### src/rtl/serial_port_regs.vh
// Field positions, chip address and timing constants of the serial control port.
`ifndef SERIAL_PORT_REGS_VH
`define SERIAL_PORT_REGS_VH
`define WORD_BITS 13
`define ADDR_LSB 0
`define ADDR_MSB 2
`define SEL_LSB 3
`define SEL_MSB 4
`define DATA_LSB 5
`define DATA_MSB 12
`define CHIP_ADDR 3'h5
`define SEL_GAIN 2'h0
`define SEL_POWER 2'h1
`define SEL_AUX 2'h2
`define SEL_CTRL 2'h3
`define GAIN_MSB 5
`define AUX_MSB 6
`define SYS_CLK_HZ 50000000
`define RX_CLK_MAX_HZ 10000000
`define RX_SAMPLE_BITS 12
`define GAIN_RESET 6'h00
`define GAIN_DB_RESET 5'h00
`define POWER_RESET 8'h00
`define AUX_RESET 7'h00
`define CTRL_RESET 8'h00
`endif

### src/rtl/afe_serial_control_port.v
// Serial control port of the front end: word decoder and control registers.
//
// Notes on behaviour
// - Data and frame sampled on falling serial clock.
// - First three bits compared against chip address.
// - Match accepts ten bits; mismatch changes nothing.
// - Two bits after address select register.
// - Last eight bits load power and control; gain takes the low six, aux the low seven.
// - Auxiliary converter code is seven bits wide.
// - Receive samples twelve bits, clock up to 10MHz.
// - Thirteen-bit word, sent least significant first.
// - Respond only to chip address 101.
// - Select 00 gain, 01 power, 10 aux, 11 control.
// - Gain code sits in gain register bits 5:0.
`timescale 1ns/1ps
`include "serial_port_regs.vh"

module afe_serial_control_port #(
   parameter WORD_BITS = `WORD_BITS
) (
   input wire i_sys_clk,
   input wire i_rst,
   input wire i_ser_clk,
   input wire i_ser_data_in,
   input wire i_ser_frame_sync,
   output reg [5:0] o_rx_gain_code,
   output reg [4:0] o_rx_gain_db,
   output reg [7:0] o_power_mode,
   output reg [6:0] o_aux_dac_code,
   output reg [7:0] o_control,
   output reg o_write_strobe
);

   // Receive converter limits; that path is analog, so nothing here uses
   // them beyond recording the sample width and clock ceiling.
   localparam integer RX_SAMPLE_BITS = `RX_SAMPLE_BITS;
   localparam integer RX_CLK_MAX_HZ = `RX_CLK_MAX_HZ;
   localparam integer LAST_BIT = WORD_BITS - 1;
   localparam integer SYNC_PINS = 3;
   localparam [1:0] ST_IDLE = 2'h0;
   localparam [1:0] ST_SHIFT = 2'h1;
   localparam [1:0] ST_LOAD = 2'h2;

   wire [SYNC_PINS-1:0] pin_raw;
   wire [SYNC_PINS-1:0] pin_sync;
   reg ser_clk_last;
   wire ser_clk_sync;
   wire data_sync;
   wire frame_sync;
   wire fall_edge;
   wire frame_start;
   reg [1:0] state;
   reg [1:0] next_state;
   reg [3:0] bit_count;
   reg [3:0] next_bit_count;
   reg [12:0] shift;
   reg [12:0] next_shift;
   wire [12:0] word;
   wire word_match;
   wire [1:0] word_sel;
   wire [7:0] word_data;
   genvar g;

   // Gain code to relative dB: base from top three bits, step from the rest.
   function [4:0] gain_db;
      input [5:0] code;
      reg [4:0] base;
      reg [2:0] step;
      begin
         case (code[5:3])
            3'h3: base = 5'h00;
            3'h4: base = 5'h06;
            3'h5: base = 5'h0c;
            3'h6: base = 5'h12;
            3'h7: base = 5'h18;
            default: base = 5'h00;
         endcase
         step = (code[2:0] == 3'h7) ? 3'h6 : code[2:0];
         if (code[5:3] < 3'h3) begin
            gain_db = 5'h00;
         end else begin
            gain_db = base + {2'h0, step};
         end
      end
   endfunction

   // Pin order in the synchroniser bank: clock, data, frame.
   assign pin_raw = {i_ser_frame_sync, i_ser_data_in, i_ser_clk};

   // The link clock is sampled like any other pin, so each of its phases
   // must last at least two system cycles for every edge to be seen.
   // Two flops per pin; only the second stage feeds the decoder.
   generate
      for (g = 0; g < SYNC_PINS; g = g + 1) begin : sync_bank
         reg stage_meta;
         reg stage_out;
         always @(posedge i_sys_clk or posedge i_rst) begin
            if (i_rst) begin
               stage_meta <= 1'b0;
               stage_out <= 1'b0;
            end else begin
               stage_meta <= pin_raw[g];
               stage_out <= stage_meta;
            end
         end
         assign pin_sync[g] = stage_out;
      end
   endgenerate

   assign ser_clk_sync = pin_sync[0];
   assign data_sync = pin_sync[1];
   assign frame_sync = pin_sync[2];

   always @(posedge i_sys_clk or posedge i_rst) begin
      if (i_rst) begin
         ser_clk_last <= 1'b0;
      end else begin
         ser_clk_last <= ser_clk_sync;
      end
   end

   // Data and frame pass the same two stages, so at the detected falling
   // edge they show the levels present at the pin edge.
   assign fall_edge = ser_clk_last & ~ser_clk_sync;
   assign frame_start = fall_edge & frame_sync;
   // Bits arrive least significant first; the last bit lands on top.
   assign word = {data_sync, shift[12:1]};

   always @* begin
      next_state = state;
      next_bit_count = bit_count;
      next_shift = shift;
      case (state)
         ST_IDLE: begin
            if (frame_start) begin
               next_state = ST_SHIFT;
               next_bit_count = 4'h1;
               next_shift = {data_sync, 12'h000};
            end
         end
         ST_SHIFT: begin
            if (frame_start) begin
               // A frame mid-word restarts; the partial word is lost.
               next_bit_count = 4'h1;
               next_shift = {data_sync, 12'h000};
            end else if (fall_edge) begin
               next_shift = word;
               next_bit_count = bit_count + 4'h1;
               if (bit_count == LAST_BIT[3:0]) begin
                  next_state = ST_LOAD;
               end
            end
         end
         ST_LOAD: begin
            // Falling edges are far apart, but a frame here still wins.
            next_state = ST_IDLE;
            if (frame_start) begin
               next_state = ST_SHIFT;
               next_bit_count = 4'h1;
               next_shift = {data_sync, 12'h000};
            end
         end
         default: begin
            next_state = ST_IDLE;
         end
      endcase
   end

   always @(posedge i_sys_clk or posedge i_rst) begin
      if (i_rst) begin
         state <= ST_IDLE;
         bit_count <= 4'h0;
         shift <= 13'h0000;
      end else begin
         state <= next_state;
         bit_count <= next_bit_count;
         shift <= next_shift;
      end
   end

   // The word is judged one cycle after its last bit, from flops only, which
   // costs a cycle of latency but keeps the compare off the sampling path.
   assign word_match = (state == ST_LOAD) &&
      (shift[`ADDR_MSB:`ADDR_LSB] == `CHIP_ADDR);
   assign word_sel = shift[`SEL_MSB:`SEL_LSB];
   assign word_data = shift[`DATA_MSB:`DATA_LSB];

   always @(posedge i_sys_clk or posedge i_rst) begin
      if (i_rst) begin
         o_write_strobe <= 1'b0;
         // The real part powers up undefined; zero is chosen here.
         o_rx_gain_code <= `GAIN_RESET;
         o_rx_gain_db <= `GAIN_DB_RESET;
         o_power_mode <= `POWER_RESET;
         o_aux_dac_code <= `AUX_RESET;
         o_control <= `CTRL_RESET;
      end else begin
         // A word for another address ends here with nothing written.
         o_write_strobe <= word_match;
         if (word_match) begin
            case (word_sel)
               `SEL_GAIN: begin
                  o_rx_gain_code <= word_data[`GAIN_MSB:0];
                  o_rx_gain_db <= gain_db(word_data[`GAIN_MSB:0]);
               end
               `SEL_POWER: begin
                  o_power_mode <= word_data;
               end
               `SEL_AUX: begin
                  o_aux_dac_code <= word_data[`AUX_MSB:0];
               end
               default: begin
                  o_control <= word_data;
               end
            endcase
         end
      end
   end

endmodule // afe_serial_control_port

### config.mk
export PLATFORM = sky130hd
export DESIGN_NAME = afe_serial_control_port
export DESIGN_NICKNAME = d
export VERILOG_FILES = /design/src/rtl/afe_serial_control_port.v
export VERILOG_INCLUDE_DIRS = /design/src /design/src/rtl
export SDC_FILE = /design/constraint.sdc
export NUM_CORES = 1
export LEC_CHECK = 0
export CAP_MARGIN = 20
export CORE_ASPECT_RATIO = 0.75
export CORE_MARGIN = 8
export CORE_UTILIZATION = 50
export DETAILED_ROUTE_END_ITERATION = 12
export DONT_BUFFER_PORTS = 1
export GPL_TIMING_DRIVEN = 0
export MAX_ROUTING_LAYER = met4
export PLACE_DENSITY = 0.63
export SLEW_MARGIN = 0
export SYNTH_ARGS = -nofsm -noshare
export SYNTH_HDL_FRONTEND = slang
export SYNTH_SLANG_ARGS = --single-unit
### constraint.sdc
create_clock -name i_sys_clk -period 5.3 [get_ports i_sys_clk]
set_clock_uncertainty 0.05 [all_clocks]
set_input_delay 0.265 -clock i_sys_clk [delete_from_list [all_inputs] [get_ports i_sys_clk]]
set_output_delay 0.265 -clock i_sys_clk [all_outputs]
set_load 0.01 [all_outputs]
==> results.tsv <==
metric	value	unit
worst vdd ir	0.000182	V
max cap viols	0	
status	completed	
worst reg-to-reg setup slack	3.12	ns
post-synth net total	190	
largest net degree at the start of global routing	37	
# setup viols final	0	
Internal	0.695	mW
GRT Util Overall	14.1	%
Iteration-0 DRC Markers	75	
fmax	458	MHz
sequential area share after synthesis	61.2	%
hold buffers post-CTS	4	
mux cell area share after synthesis	14.0	%
Logic pwr share	9.1	%
Reg power frac	53.5	%
routability cong.	0.761	
Critical Path AT	2.35	ns
Setup TNS Final	0	ns
pwr dens	341	nW/um^2
post-synthesis xor/xnor area fraction	0	%
Worst Setup Path Type	register to register	
#FFs+latches synth	61	
Rel. slew slack	42.6	%
wire per inst	18.6	um
main combinational cell family by area after synthesis	multiplexers	
Cells after Synth	180	
Final period util	41.2	%
die width	97.5	um
initial core utilization	51.4	%
DP HPWL	3.41	mm
prevailing post-synth register cell	dfrtp_1	
# rows	22	
Clock Tree Buf Depth	2	
Power, Total	0.957	mW
CTS Buf Count	9	
Filler cells	398	
Sw Pwr	0.262	mW
vias after detailed routing	1467	
Worst-path clk slew	0.07	ns
Die Ht	77.1	um
drt total wl	4.85	mm
Slew Viols, Final	0	
Synth Area in Compound Gates	9.34	%
WP data required	5.47	ns
CTS tree	built	
DR pass1 iterations	4	
vias per inst	5.62	
clock share of power	37.4	%
H-tree Lvls	3	
DRC violations left	0	
Fin. Hold Viols	0	
nets@finish	206	
fraction of registers with async set/reset	100	%
root buf cell	clkbuf_8	
Post-synth EDFFs	0	
setup bufs post-CTS	0	
Worst Setup End Kind	register	
Die Area	7520	um^2
layout overhead on the synthesized area	12.4	%
count leader, synth	dfrtp_1	
Num Clock Sinks	61	
switching share of power	27.4	%
layout cells sized above 1	26.9	%
Synth area leaders	dfrtp_1, mux2_2, a22o_1, ha_1, inv_1	
Final ANT Viol Nets	0	
post_cts resized	0	
vias in the first global route	1642	
synth cell count leaders	dfrtp_1, mux2_2, a22o_1	
ANT cells	0	
post-layout minimum cycle time	2.18	ns
Least-Margin Pin Slew	0.850	ns
area leader, netlist	dfrtp_1	
Hold Crit Class	register to register	
worst-path maximum fanout	8	
global-route wire length before repair	8.20	mm
post-synthesis adder-cell area fraction	2.81	%
startpoint types	register	
IO Count	40	
Leak	1.35	nW
Synth Cell Area	2490	um^2
Yosys top cell area share	61.2	%
synthesized area per cell	13.8	um^2
initial antenna violation count	0	
Yosys cell types	37	
GR Overflow Total	0	
simple-gate portion of the synthesized area	10.0	%
Synth Warn #	0	
RSZ-0062 raised after global routing	false	
clk_lat worst skew	0.34	ns
# port buffers	0	
core area	4840	um^2
## power by group through the flow
stage	logic, mW	registers (mW)	clock network [mW]
floorplan	0.0650	0.512	0
global placement	0.0799	0.518	0
detailed placement	0.0858	0.520	0
CTS	0.0886	0.511	0.364
global route	0.101	0.516	0.385
finish	0.0874	0.512	0.357
## stage by stage
stage	cells	hold slack (ns)	worst slack [ns]	area [um^2]	utilization [%]
CTS	261	0.303	3.09	2800	57.9
finish	261	0.299	3.12	2800	57.9
global placement	240	0.247	2.98	2570	53.0
detailed placement	241	0.174	3.09	2590	53.4
global route	261	0.311	3.03	2800	57.9
floorplan	180	0.246	3.40	2490	-
## registers in the layout (all words and copies together), names as in the netlist, 2 cells and up
signal / count
shift: 13
o_aux_dac_code: 7
o_rx_gain_db: 5
o_rx_gain_code: 6
sync_bank.stage_meta: 3
bit_count: 4
o_power_mode: 8
o_control: 8
state: 2
## cell type report
| type | instances | area (um^2) | share of cell area, % |
|---|---|---|---|
| plain buffers | 8 | 31.3 | 1.12 |
| clock buffers | 9 | 124 | 4.42 |
| clock inverters | 7 | 51.3 | 1.83 |
| inverters | 9 | 33.8 | 1.21 |
| multi-input cells | 102 | 901 | 32.1 |
| repair buffers | 5 | 60.1 | 2.14 |
| flip-flops and latches | 61 | 1530 | 54.5 |
| well taps | 60 | 75.1 | 2.68 |
## final timing paths
check	start	endpoint	cells past startpoint
max in group asynchronous	i_rst	o_rx_gain_db[1]$_DFFE_PP0P_	3
worst min register to register	sync_bank[2].stage_meta$_DFF_PP0_	frame_sync$_DFF_PP0_	0
worst max register to register	state[0]$_DFFE_PP0P_	o_power_mode[5]$_DFFE_PP0P_	4
worst max-delay path	state[0]$_DFFE_PP0P_	o_power_mode[5]$_DFFE_PP0P_	4
min in group asynchronous	i_rst	data_sync$_DFF_PP0_	2
worst min-delay path	sync_bank[2].stage_meta$_DFF_PP0_	frame_sync$_DFF_PP0_	0
## layout by cell type, fill, tap and decap left out, types with 2 or more instances in the layout
cell type / count
nor2_1: 3
nand2_1: 6
mux2_2: 30
a21oi_1: 2
a21o_1: 3
clkbuf_1: 7
nand2b_1: 3
ha_1: 4
inv_1: 8
nor2b_1: 4
nor3b_1: 2
a22o_1: 13
dfrtp_1: 61
clkbuf_8: 9
clkinv_4: 2
clkinvlp_4: 2
nand4_1: 2
clkinv_2: 2
o21ai_0: 6
nand3_1: 4
dlygate4sd3_1: 4
## logic make-up after synthesis
kind of cell / count (synthesis)
compound gates: 31
simple gates: 35
flops: 61
mux: 31
fa+ha+maj: 5
buf+inv: 17
## per-layer routing
layer  track usage (%)  vias up  part of all wire (%)
met3              7.61        6                   8.9
met5                 -        -                     0
met1              15.7      747                    45
met2              20.7       36                    45
met4              5.43        0                  0.80
li1                  -      678                     -
## worst max-delay path, cell delays in order, from the launching register on
cell     delay, ns
dfrtp_1       0.44
or3b_1        0.38
buf_2         0.19
nor4_4        0.60
mux2_2        0.41
(Power assumes the default switching activity.)
